===== src/lpdac_pkg.sv =====
package lpdac_pkg;
	localparam int CLK_HZ        = 20_000_000;
	localparam int NCH           = 12;
	localparam int COARSE_W      = 8;
	localparam int FINE_W        = 4;
	localparam int CODE_W        = 12;
	localparam int FREQ_W        = 4;
	localparam int CONV_CH_W     = 5;
	localparam int ADC_W         = 8;
	localparam int DLY_W         = 4;
	localparam int DIV_W         = 9;
	localparam int DCNT_W        = 10;
	localparam int ADDR_W        = 8;
	localparam int DATA_W        = 32;
	localparam int PWM_STEPS     = 256;
	localparam int GATE_SPLIT    = 6;
	localparam int REG_STRIDE    = 4;
	// time per step of the sample delay field, and its cycle count
	localparam int DIAG_UNIT_NS  = 1000;
	localparam int DIAG_UNIT_CYC = (DIAG_UNIT_NS * (CLK_HZ / 1_000_000) + 999) / 1000;

	localparam logic [COARSE_W-1:0]  CNT_MAX         = 8'hFF;
	localparam logic [FINE_W-1:0]    FINE_ALL        = 4'hF;
	localparam logic [CONV_CH_W-1:0] CONV_SUPPLY_CH  = 5'h01;
	localparam logic [CONV_CH_W-1:0] CONV_OUT_FIRST  = 5'h10;
	localparam logic [CONV_CH_W-1:0] CONV_OUT_LAST   = 5'h1B;
	localparam logic [12:0]          EXP_OFFSET      = 13'h0010;

	localparam logic [ADDR_W-1:0] A_CTRL        = 8'h00;
	localparam logic [ADDR_W-1:0] A_ENABLE      = 8'h04;
	localparam logic [ADDR_W-1:0] A_DELAY       = 8'h08;
	localparam logic [ADDR_W-1:0] A_CONV_SEL    = 8'h0C;
	localparam logic [ADDR_W-1:0] A_CONV_STAT   = 8'h10;
	localparam logic [ADDR_W-1:0] A_CONV_RESULT = 8'h14;
	localparam logic [ADDR_W-1:0] A_SUPPLY      = 8'h18;
	localparam logic [ADDR_W-1:0] A_COARSE_BASE = 8'h40;
	localparam logic [ADDR_W-1:0] A_FINE_BASE   = 8'h80;

	localparam int CTRL_EXP_BIT    = 0;
	localparam int CTRL_SHARED_BIT = 1;
	localparam int CTRL_EXTCLK_BIT = 2;
	localparam int CTRL_FREQ_LSB   = 4;
	localparam int STAT_DONE_BIT   = 0;
	localparam int STAT_BUSY_BIT   = 1;

	typedef enum logic [2:0] {
		CV_IDLE     = 3'h0,
		CV_SUPPLY   = 3'h1,
		CV_WAIT_ON  = 3'h2,
		CV_WAIT_DLY = 3'h3,
		CV_USER     = 3'h4
	} lpdac_conv_st_t;

	function automatic int dim_freq_hz(input logic [FREQ_W-1:0] s);
		unique case (s)
			4'h0: return 200;
			4'h1: return 250;
			4'h2: return 300;
			4'h3: return 400;
			4'h4: return 500;
			4'h5: return 600;
			4'h6: return 800;
			4'h7: return 1000;
			4'h8: return 1200;
			4'h9: return 1600;
			4'hA: return 2000;
			4'hB: return 2500;
			4'hC: return 3200;
			4'hD: return 5000;
			4'hE: return 10000;
			4'hF: return 20800;
		endcase
	endfunction : dim_freq_hz

	// core cycles per base pulse, rounded to nearest
	function automatic logic [DIV_W-1:0] base_div(input logic [FREQ_W-1:0] s);
		int f;
		f = dim_freq_hz(s);
		return DIV_W'((CLK_HZ + f * PWM_STEPS / 2) / (f * PWM_STEPS));
	endfunction : base_div

	// piecewise exponential: 32 steps per octave, code 0 at input 0
	function automatic logic [CODE_W-1:0] exp_code(input logic [COARSE_W-1:0] c);
		logic [12:0] m;
		m = 13'({1'b1, c[4:0]}) << c[7:5];
		return CODE_W'((m >> 1) - EXP_OFFSET);
	endfunction : exp_code
endpackage : lpdac_pkg


===== src/lpdac_top.sv =====
// The Wishbone interface to the registers and the register offsets were left to the implementer.
`timescale 1ns/1ps
module lpdac_top #(
	parameter int DIAG_UNIT_CYC = lpdac_pkg::DIAG_UNIT_CYC
) (
	input  wire logic                                         CORE_CLK,
	input  wire logic                                         RESETN,
	input  wire logic [lpdac_pkg::ADDR_W-1:0]                 WB_ADR_I,
	input  wire logic [lpdac_pkg::DATA_W-1:0]                 WB_DAT_I,
	output logic      [lpdac_pkg::DATA_W-1:0]                 WB_DAT_O,
	input  wire logic [3:0]                                   WB_SEL_I,
	input  wire logic                                         WB_WE_I,
	input  wire logic                                         WB_CYC_I,
	input  wire logic                                         WB_STB_I,
	output logic                                              WB_ACK_O,
	input  wire logic                                         FAIL_SAFE,
	input  wire logic                                         NV_EXP_CURVE_DEFAULT,
	input  wire logic [lpdac_pkg::NCH*lpdac_pkg::COARSE_W-1:0] NV_COARSE_DUTY_DEFAULT,
	input  wire logic [lpdac_pkg::FREQ_W-1:0]                 NV_DIM_FREQ_DEFAULT,
	input  wire logic                                         NV_INTERNAL_ADDR_SEL,
	input  wire logic                                         ADDR_OR_CLOCK_PIN,
	input  wire logic                                         ADDR_OR_GATE_A_PIN_N,
	input  wire logic                                         ADDR_OR_GATE_B_PIN_N,
	output logic      [lpdac_pkg::NCH-1:0]                    OUT_ON,
	output logic                                              ADC_START,
	output logic      [lpdac_pkg::CONV_CH_W-1:0]              ADC_CHANNEL,
	input  wire logic                                         ADC_DONE,
	input  wire logic [lpdac_pkg::ADC_W-1:0]                  ADC_DATA
);
	localparam int NCH = lpdac_pkg::NCH;
	localparam int CW  = lpdac_pkg::COARSE_W;
	localparam int FW  = lpdac_pkg::FINE_W;
	localparam logic [lpdac_pkg::DCNT_W-1:0] DLY_STEP = lpdac_pkg::DCNT_W'(DIAG_UNIT_CYC);

	// ---------------- bus slave ----------------
	logic                          ack_reg;
	logic [lpdac_pkg::DATA_W-1:0]  dat_o_reg;
	logic [lpdac_pkg::DATA_W-1:0]  rd_data;
	logic                          bus_req;
	logic                          bus_wr;
	logic                          bus_rd;
	logic                          exp_reg, shared_reg, extclk_reg, load_pend_reg, fs_prev_reg;
	logic [lpdac_pkg::FREQ_W-1:0]  freq_reg;
	logic [NCH-1:0]                en_reg;
	logic [lpdac_pkg::DLY_W-1:0]   dly_sel_reg;
	logic [lpdac_pkg::CONV_CH_W-1:0] conv_sel_reg;
	logic                          done_reg, req_pend_reg;
	logic [lpdac_pkg::ADC_W-1:0]   result_reg, supply_reg;
	logic [CW-1:0]                 coarse_reg [NCH];
	logic [FW-1:0]                 fine_reg   [NCH];
	logic [CW-1:0]                 act_coarse [NCH];
	logic [FW-1:0]                 act_fine   [NCH];
	logic [NCH-1:0]                coarse_wr, fine_wr, out_vec;
	lpdac_pkg::lpdac_conv_st_t     conv_st_reg;

	assign bus_req  = WB_CYC_I & WB_STB_I & ~ack_reg;
	// writes land at the edge where the master sees ack, not when first seen
	assign bus_wr   = WB_CYC_I & WB_STB_I & WB_WE_I & ack_reg;
	assign bus_rd   = bus_req & ~WB_WE_I;
	assign WB_ACK_O = ack_reg;
	assign WB_DAT_O = dat_o_reg;

	always_comb begin
		rd_data = '0;
		unique case (WB_ADR_I)
			lpdac_pkg::A_CTRL: begin
				rd_data[lpdac_pkg::CTRL_EXP_BIT]    = exp_reg;
				rd_data[lpdac_pkg::CTRL_SHARED_BIT] = shared_reg;
				rd_data[lpdac_pkg::CTRL_EXTCLK_BIT] = extclk_reg;
				rd_data[lpdac_pkg::CTRL_FREQ_LSB +: lpdac_pkg::FREQ_W] = freq_reg;
			end
			lpdac_pkg::A_ENABLE:      rd_data[NCH-1:0] = en_reg;
			lpdac_pkg::A_DELAY:       rd_data[lpdac_pkg::DLY_W-1:0] = dly_sel_reg;
			lpdac_pkg::A_CONV_SEL:    rd_data[lpdac_pkg::CONV_CH_W-1:0] = conv_sel_reg;
			lpdac_pkg::A_CONV_STAT: begin
				rd_data[lpdac_pkg::STAT_DONE_BIT] = done_reg;
				rd_data[lpdac_pkg::STAT_BUSY_BIT] = req_pend_reg |
					(conv_st_reg != lpdac_pkg::CV_IDLE && conv_st_reg != lpdac_pkg::CV_SUPPLY);
			end
			lpdac_pkg::A_CONV_RESULT: rd_data[lpdac_pkg::ADC_W-1:0] = result_reg;
			lpdac_pkg::A_SUPPLY:      rd_data[lpdac_pkg::ADC_W-1:0] = supply_reg;
			default: begin
				for (int k = 0; k < NCH; k++) begin
					if (WB_ADR_I == lpdac_pkg::ADDR_W'(lpdac_pkg::A_COARSE_BASE
							+ lpdac_pkg::REG_STRIDE * k))
						rd_data[CW-1:0] = coarse_reg[k];
					if (WB_ADR_I == lpdac_pkg::ADDR_W'(lpdac_pkg::A_FINE_BASE
							+ lpdac_pkg::REG_STRIDE * k))
						rd_data[FW-1:0] = fine_reg[k];
				end
			end
		endcase
	end

	// one wait-free answer: ack one cycle after the request is seen
	always_ff @(posedge CORE_CLK or negedge RESETN) begin
		if (!RESETN) begin
			ack_reg   <= 1'b0;
			dat_o_reg <= '0;
		end else begin
			ack_reg   <= bus_req;
			dat_o_reg <= bus_rd ? rd_data : '0;
		end
	end

	// ---------------- control registers ----------------
	logic nv_load, ctrl_wr, conv_sel_wr, result_rd;
	assign nv_load     = load_pend_reg | (FAIL_SAFE & ~fs_prev_reg);
	assign ctrl_wr     = bus_wr & WB_SEL_I[0] & (WB_ADR_I == lpdac_pkg::A_CTRL);
	assign conv_sel_wr = bus_wr & WB_SEL_I[0] & (WB_ADR_I == lpdac_pkg::A_CONV_SEL);
	assign result_rd   = WB_CYC_I & WB_STB_I & ~WB_WE_I & ack_reg
		& (WB_ADR_I == lpdac_pkg::A_CONV_RESULT);

	// defaults are taken one edge after release, never under the async reset
	always_ff @(posedge CORE_CLK or negedge RESETN) begin
		if (!RESETN) begin
			load_pend_reg <= 1'b1;
			fs_prev_reg   <= 1'b0;
			exp_reg       <= 1'b0;
			shared_reg    <= 1'b0;
			extclk_reg    <= 1'b0;
			freq_reg      <= '0;
		end else begin
			load_pend_reg <= 1'b0;
			fs_prev_reg   <= FAIL_SAFE;
			if (nv_load) begin
				exp_reg  <= NV_EXP_CURVE_DEFAULT;
				freq_reg <= NV_DIM_FREQ_DEFAULT;
			end else if (ctrl_wr) begin
				exp_reg    <= WB_DAT_I[lpdac_pkg::CTRL_EXP_BIT];
				shared_reg <= WB_DAT_I[lpdac_pkg::CTRL_SHARED_BIT];
				extclk_reg <= WB_DAT_I[lpdac_pkg::CTRL_EXTCLK_BIT];
				freq_reg   <= WB_DAT_I[lpdac_pkg::CTRL_FREQ_LSB +: lpdac_pkg::FREQ_W];
			end
		end
	end

	always_ff @(posedge CORE_CLK or negedge RESETN) begin
		if (!RESETN) begin
			en_reg      <= '0;
			dly_sel_reg <= '0;
		end else if (bus_wr) begin
			if (WB_ADR_I == lpdac_pkg::A_ENABLE) begin
				if (WB_SEL_I[0])
					en_reg[7:0] <= WB_DAT_I[7:0];
				if (WB_SEL_I[1])
					en_reg[NCH-1:8] <= WB_DAT_I[NCH-1:8];
			end
			if (WB_ADR_I == lpdac_pkg::A_DELAY && WB_SEL_I[0])
				dly_sel_reg <= WB_DAT_I[lpdac_pkg::DLY_W-1:0];
		end
	end

	// ---------------- base pulse and period counter ----------------
	logic       clk_s1, clk_s2, clk_s3, gate_a_s1, gate_a_s2, gate_b_s1, gate_b_s2;
	logic [lpdac_pkg::DIV_W-1:0] div_cnt_reg;
	logic [CW-1:0]               cnt_reg;
	logic [FW-1:0]               dith_idx_reg;
	logic       ext_clk_on, base_tick, int_tick, period_start;

	always_ff @(posedge CORE_CLK or negedge RESETN) begin
		if (!RESETN) begin
			{clk_s1, clk_s2, clk_s3}   <= 3'h0;
			{gate_a_s1, gate_a_s2}     <= 2'h0;
			{gate_b_s1, gate_b_s2}     <= 2'h0;
		end else begin
			clk_s1    <= ADDR_OR_CLOCK_PIN;
			clk_s2    <= clk_s1;
			clk_s3    <= clk_s2;
			gate_a_s1 <= ADDR_OR_GATE_A_PIN_N;
			gate_a_s2 <= gate_a_s1;
			gate_b_s1 <= ADDR_OR_GATE_B_PIN_N;
			gate_b_s2 <= gate_b_s1;
		end
	end

	assign ext_clk_on   = extclk_reg & NV_INTERNAL_ADDR_SEL;
	assign int_tick     = (div_cnt_reg == lpdac_pkg::base_div(freq_reg) - 1'b1);
	assign base_tick    = ext_clk_on ? (clk_s2 & ~clk_s3) : int_tick;
	assign period_start = base_tick & (cnt_reg == lpdac_pkg::CNT_MAX);

	// divisor is at most 4 core cycles at the top rate: 200 ns base pulses
	always_ff @(posedge CORE_CLK or negedge RESETN) begin
		if (!RESETN)
			div_cnt_reg <= '0;
		else if (int_tick || ext_clk_on)
			div_cnt_reg <= '0;
		else
			div_cnt_reg <= div_cnt_reg + 1'b1;
	end

	always_ff @(posedge CORE_CLK or negedge RESETN) begin
		if (!RESETN) begin
			cnt_reg      <= '0;
			dith_idx_reg <= '0;
		end else if (base_tick) begin
			cnt_reg <= cnt_reg + 1'b1;
			if (period_start)
				dith_idx_reg <= dith_idx_reg + 1'b1;
		end
	end

	// ---------------- per-channel duty and output ----------------
	// bit-reversed index spreads the lengthened periods across the group
	logic [FW-1:0] dith_rev;
	always_comb begin
		for (int b = 0; b < FW; b++)
			dith_rev[b] = dith_idx_reg[FW-1-b];
	end

	logic [CW:0] on_len_q [NCH];

	for (genvar gi = 0; gi < NCH; gi++) begin : g_ch
		localparam logic [lpdac_pkg::ADDR_W-1:0] A_C =
			lpdac_pkg::ADDR_W'(lpdac_pkg::A_COARSE_BASE + lpdac_pkg::REG_STRIDE * gi);
		localparam logic [lpdac_pkg::ADDR_W-1:0] A_F =
			lpdac_pkg::ADDR_W'(lpdac_pkg::A_FINE_BASE + lpdac_pkg::REG_STRIDE * gi);
		logic [CW-1:0]                 nv_c, src_c;
		logic [FW-1:0]                 src_f;
		logic [lpdac_pkg::CODE_W-1:0]  code;
		logic                          gate_off, out_q;

		assign coarse_wr[gi] = bus_wr & WB_SEL_I[0] & (WB_ADR_I == A_C);
		assign fine_wr[gi]   = bus_wr & WB_SEL_I[0] & (WB_ADR_I == A_F);
		assign nv_c          = NV_COARSE_DUTY_DEFAULT[gi*CW +: CW];
		assign src_c         = shared_reg ? act_coarse[0] : act_coarse[gi];
		assign src_f         = shared_reg ? act_fine[0] : act_fine[gi];
		assign gate_off      = NV_INTERNAL_ADDR_SEL &
			((gi < lpdac_pkg::GATE_SPLIT) ? gate_a_s2 : gate_b_s2);

		always_comb begin
			if (FAIL_SAFE)
				code = {nv_c, lpdac_pkg::FINE_ALL};
			else if (exp_reg)
				code = lpdac_pkg::exp_code(src_c);
			else
				code = {src_c, src_f};
		end

		always_ff @(posedge CORE_CLK or negedge RESETN) begin
			if (!RESETN) begin
				coarse_reg[gi] <= '0;
				fine_reg[gi]   <= lpdac_pkg::FINE_ALL;
				act_coarse[gi] <= '0;
				act_fine[gi]   <= lpdac_pkg::FINE_ALL;
			end else if (nv_load) begin
				coarse_reg[gi] <= nv_c;
				fine_reg[gi]   <= lpdac_pkg::FINE_ALL;
				act_coarse[gi] <= nv_c;
				act_fine[gi]   <= lpdac_pkg::FINE_ALL;
			end else begin
				if (coarse_wr[gi]) begin
					coarse_reg[gi] <= WB_DAT_I[CW-1:0];
					act_coarse[gi] <= WB_DAT_I[CW-1:0];
					act_fine[gi]   <= fine_reg[gi];
				end
				if (fine_wr[gi])
					fine_reg[gi] <= WB_DAT_I[FW-1:0];
			end
		end

		always_ff @(posedge CORE_CLK or negedge RESETN) begin
			if (!RESETN) begin
				on_len_q[gi] <= '0;
				out_q        <= 1'b0;
			end else begin
				if (period_start)
					on_len_q[gi] <= {1'b0, code[lpdac_pkg::CODE_W-1:FW]} +
						(CW+1)'(dith_rev <= code[FW-1:0]);
				out_q <= en_reg[gi] & ~gate_off & ({1'b0, cnt_reg} < on_len_q[gi]);
			end
		end

		assign OUT_ON[gi]  = out_q;
		assign out_vec[gi] = out_q;
	end

	// ---------------- converter control ----------------
	logic [lpdac_pkg::DCNT_W-1:0]  dly_cnt_reg;
	logic                          start_reg, on_prev_reg;
	logic [lpdac_pkg::CONV_CH_W-1:0] adc_ch_reg;
	logic                          sel_is_out, sel_on_now, user_set;
	logic [3:0]                    sel_idx;

	assign sel_is_out = (conv_sel_reg >= lpdac_pkg::CONV_OUT_FIRST)
		&& (conv_sel_reg <= lpdac_pkg::CONV_OUT_LAST);
	assign sel_idx    = 4'(conv_sel_reg - lpdac_pkg::CONV_OUT_FIRST);
	assign sel_on_now = out_vec[sel_idx];
	assign user_set   = (conv_st_reg == lpdac_pkg::CV_USER) & ADC_DONE;
	assign ADC_START   = start_reg;
	assign ADC_CHANNEL = adc_ch_reg;

	always_ff @(posedge CORE_CLK or negedge RESETN) begin
		if (!RESETN) begin
			conv_sel_reg <= lpdac_pkg::CONV_SUPPLY_CH;
			req_pend_reg <= 1'b0;
		end else if (conv_sel_wr) begin
			conv_sel_reg <= WB_DAT_I[lpdac_pkg::CONV_CH_W-1:0];
			req_pend_reg <= 1'b1;
		end else if (conv_st_reg == lpdac_pkg::CV_IDLE) begin
			req_pend_reg <= 1'b0;
		end
	end

	// a finishing conversion beats a same-cycle clear
	always_ff @(posedge CORE_CLK or negedge RESETN) begin
		if (!RESETN)
			done_reg <= 1'b0;
		else if (user_set)
			done_reg <= 1'b1;
		else if (conv_sel_wr || result_rd)
			done_reg <= 1'b0;
	end

	always_ff @(posedge CORE_CLK or negedge RESETN) begin
		if (!RESETN) begin
			conv_st_reg <= lpdac_pkg::CV_IDLE;
			start_reg   <= 1'b0;
			adc_ch_reg  <= lpdac_pkg::CONV_SUPPLY_CH;
			dly_cnt_reg <= '0;
			on_prev_reg <= 1'b0;
			result_reg  <= '0;
			supply_reg  <= '0;
		end else begin
			start_reg   <= 1'b0;
			on_prev_reg <= sel_on_now;
			unique case (conv_st_reg)
				lpdac_pkg::CV_IDLE: begin
					if (req_pend_reg && sel_is_out && en_reg[sel_idx]) begin
						conv_st_reg <= lpdac_pkg::CV_WAIT_ON;
					end else if (req_pend_reg) begin
						start_reg   <= 1'b1;
						adc_ch_reg  <= conv_sel_reg;
						conv_st_reg <= lpdac_pkg::CV_USER;
					end else begin
						start_reg   <= 1'b1;
						adc_ch_reg  <= lpdac_pkg::CONV_SUPPLY_CH;
						conv_st_reg <= lpdac_pkg::CV_SUPPLY;
					end
				end
				lpdac_pkg::CV_SUPPLY: begin
					if (ADC_DONE) begin
						supply_reg  <= ADC_DATA;
						conv_st_reg <= lpdac_pkg::CV_IDLE;
					end
				end
				lpdac_pkg::CV_WAIT_ON: begin
					if (conv_sel_wr) begin
						conv_st_reg <= lpdac_pkg::CV_IDLE;
					end else if (sel_on_now && !on_prev_reg) begin
						dly_cnt_reg <= lpdac_pkg::DCNT_W'(dly_sel_reg) * DLY_STEP;
						conv_st_reg <= lpdac_pkg::CV_WAIT_DLY;
					end
				end
				lpdac_pkg::CV_WAIT_DLY: begin
					if (conv_sel_wr) begin
						conv_st_reg <= lpdac_pkg::CV_IDLE;
					end else if (dly_cnt_reg == '0) begin
						start_reg   <= 1'b1;
						adc_ch_reg  <= conv_sel_reg;
						conv_st_reg <= lpdac_pkg::CV_USER;
					end else begin
						dly_cnt_reg <= dly_cnt_reg - 1'b1;
					end
				end
				lpdac_pkg::CV_USER: begin
					if (ADC_DONE) begin
						result_reg  <= ADC_DATA;
						conv_st_reg <= lpdac_pkg::CV_IDLE;
					end
				end
				default: conv_st_reg <= lpdac_pkg::CV_IDLE;
			endcase
		end
	end
endmodule : lpdac_top


===== config.mk =====
export PLATFORM = sky130hd
export DESIGN_NAME = lpdac_top
export DESIGN_NICKNAME = d
export VERILOG_FILES = /design/src/lpdac_pkg.sv /design/src/lpdac_top.sv
export SDC_FILE = /design/constraint.sdc
export NUM_CORES = 2
export LEC_CHECK = 0
export BUFFER_PORTS_ARGS = -buffer_cell sky130_fd_sc_hd__buf_2
export CAP_MARGIN = 40
export CORE_MARGIN = 2
export CORE_UTILIZATION = 40
export CTS_CLUSTER_SIZE = 10
export DETAILED_ROUTE_END_ITERATION = 10
export SYNTH_ARGS = -nofsm -noshare
export SYNTH_HDL_FRONTEND = slang
export SYNTH_SLANG_ARGS = --single-unit
export TNS_END_PERCENT = 50

===== constraint.sdc =====
create_clock -name CORE_CLK -period 103 [get_ports CORE_CLK]
set_clock_uncertainty 0.15 [all_clocks]
set_input_delay 10.3 -clock CORE_CLK [delete_from_list [all_inputs] [get_ports CORE_CLK]]
set_output_delay 10.3 -clock CORE_CLK [all_outputs]
set_load 0.03 [all_outputs]

==> flow_metrics.tcl <==
set metrics [dict create \
    critical_path.max_fanout 53 \
    cts_tree "yes" \
    setup_viol_count_final 0 \
    first_pass_grt_wire_length_mm 284 \
    path_common_cell "a21oi_1" \
    period_share 0.608 \
    hold_path_class "reg2reg" \
    ratio_of_cells_with_drive_above_1_in_the_final_layout 0.106 \
    critPathCaptureType "register" \
    max_freq_mhz 16.0 \
    grt_start_max_net_pins 171 \
    synth_enable_flop_cells 0 \
    die_height_microns 353 \
    design.portCount 215 \
    clk_transition_reported_paths_ns 0.06 \
    ys_async_sr_fraction 1.00 \
    required_ns 103.35 \
    vias_in_the_first_global_route 45400 \
    postCtsSetupBuffers 0 \
    floorplan.rows 128 \
    grt_antenna_before_repair 13 \
    cts_htree_levels 2 \
    min-delay-start "clk_s1" \
    drt_pre_antenna_iters 8 \
    outcome "finished clean" \
    slowest_delay_ns 0.80 \
    cts_hold_buf 0 \
    number_of_synthesized_register_bits 421 \
    max_cap_viol_count 0 \
    final_cell_mix "698 x nor2_1, 642 x a21oi_1, 642 x nand2_1, 375 x ha_1, 347 x o21ai_0" \
    cts-root-to-sink-buffers 3 \
    postSynthCellCount 6361 \
    globalplace.congestion 0.987 \
    post_detailed_route_via_to_cell_ratio 6.15 \
    post-route-drc-count 0 \
    wl_per_cell_microns 23.6 \
    tritoncts_sinks 421 \
    grt_setup_unrepaired "false" \
    startpoint "freq_reg[0]" \
    cts_buffers 50 \
    overflow 0 \
    layout_commonest_cell "nor2_1" \
    starting_density_of_the_core 0.402 \
    cts.root.buffer_cell "clkbuf_16" \
    slew_headroom 0.237 \
    route.vias.total 49600 \
    critical_path.reg2reg.startpoint "freq_reg[0]" \
    drt_first_iter_violations 5682 \
    area.growth.synth_to_final_pct 8.53 \
    critical_path_arrival_ns 62.95 \
    largest_register_ffs 108 \
    place_hpwl_mm 141 \
    die_x_microns 353 \
    synth_area_per_cell_sq_um 7.68 \
    globalRouteTotalUtil 0.292 \
    ys.warnings.count 0 \
    final_net_count 6927 \
    ys_types 130 \
    finalSetupTns_ns 0 \
    post-route-util 0.437 \
    slew_violations 0 \
    fillCellCount 12500 \
    cp_slowest_cell "buf_4" \
    cts-resized-gates 0 \
    synthesis.area_sq_um 48800 \
    worst_skew_pair.late_latency_ns 0.64 \
    detail-route-antenna-nets 0 \
    path_class "reg2reg" \
    fin_crit_ns 62.60 \
    slew_of_the_pin_with_the_lowest_slew_margin_ns 1.14 \
    finalWirelength_mm 190 \
    placement.io_buffers 172 \
    die_area_sq_um 125000 \
    critical_path_source_type "register" \
    placeableCoreArea_sq_um 121000 \
    ys_seq_area_frac 0.218 \
    dominantRegCellSynth "dfrtp_1" \
    timing_hold_violations_final 0 \
]
==> cells in the mapped netlist (all sizes together) (38+ instances only) <==
cell type  count  share of area
a21o         154          0.024
o21ai        361          0.037
buf          122          0.014
clkbuf       227          0.017
dfstp         99          0.053
nor2         700          0.054
nand4         51         0.0067
or2           41         0.0053
nand2b        95          0.012
ha           375          0.096
a21oi        647          0.067
a31oi         60         0.0079
nand2        644          0.050
inv          224          0.017
o21a          38         0.0058
and3          49         0.0063
nor3         121          0.013
mux2i        271          0.056
a211oi        91          0.015
xor2         131          0.024
dfrtp        322           0.17
xnor2        263          0.047
mux2         141          0.033
and2          60         0.0077
nand3        289          0.030
a22oi         43         0.0066
o31ai         40         0.0070
nor2b         86          0.011
o211ai        45         0.0069
==> per-layer routing <==
layer | share of wire | wire length [microns] | vias to the layer above | GRT usage
met5 | 0.000068 | 13 | - | 0
met4 | 0.034 | 6410 | 2 | 0.0981
met3 | 0.099 | 18800 | 331 | 0.0522
met2 | 0.41 | 78300 | 2202 | 0.421
met1 | 0.46 | 86800 | 23900 | 0.433
li1 | - | - | 23200 | -
==> layout make-up <==
class / instances / area (sq um) / share of cell area
Multi-Input combinational cell: 5393 / 35900 / 0.678
Sequential cell: 421 / 10700 / 0.201
Tap cell: 1625 / 2030 / 0.0384
Timing Repair Buffer: 295 / 2010 / 0.0380
Clock buffer: 87 / 1420 / 0.0268
Inverter: 226 / 851 / 0.0161
Clock inverter: 7 / 56.3 / 0.00106
Antenna cell: 8 / 20.0 / 0.000378
==> kinds of logic (layout without fill, tap and decap cells) <==
logic type	after synthesis	in the layout	share of synthesized area
fa+ha+maj	385	385	0.0983
mux	420	420	0.0922
xor+xnor	395	395	0.0713
buf+inv	575	615	0.0492
simple gates	2288	2288	0.219
other cells	2	38	0.000154
compound gates	1875	1875	0.252
flops	421	421	0.218
==> path summary, 6_finish.rpt <==
| check | endpoint | slack [ns] | cells after the start |
|---|---|---|---|
| worst max-delay path | on_len_q[91] | 40.40 | 256 |
| worst min-delay path | clk_s2 | 0.19 | 0 |
| worst min register to register | clk_s2 | 0.19 | 0 |
| worst max register to register | on_len_q[91] | 40.40 | 256 |
| min in group asynchronous | on_len_q[57] | 9.51 | 1 |
| max in group asynchronous | act_coarse[5] | 91.05 | 3 |
==> stage by stage <==
stage | setup slack, ns | cell area (sq um) | std cells | hold slack, ns
finish | 40.40 | 53000 | 8062 | 0.190
global route | 35.37 | 53000 | 8059 | 0.203
CTS | 40.98 | 53000 | 8053 | 0.194
detailed placement | 41.23 | 51500 | 7959 | 0.186
global placement | 40.15 | 51200 | 7937 | 0.185
floorplan | 50.49 | 48900 | 6389 | 0.181
==> worst max-delay path: cells and delay by family (launching register included) <==
family	cells	cell delay (ns)
adder cells (fa/ha/maj)	23	8.14
flip-flops	1	0.65
AO/OA/AOI/OAI	119	27.69
XOR/XNOR	9	1.85
buffers and inverters	20	5.22
AND/OR/NAND/NOR	80	16.60
multiplexers	5	1.91
Power is not shown: default switching activity piles up to over one toggle a cycle in this logic, so the estimate is an artifact.
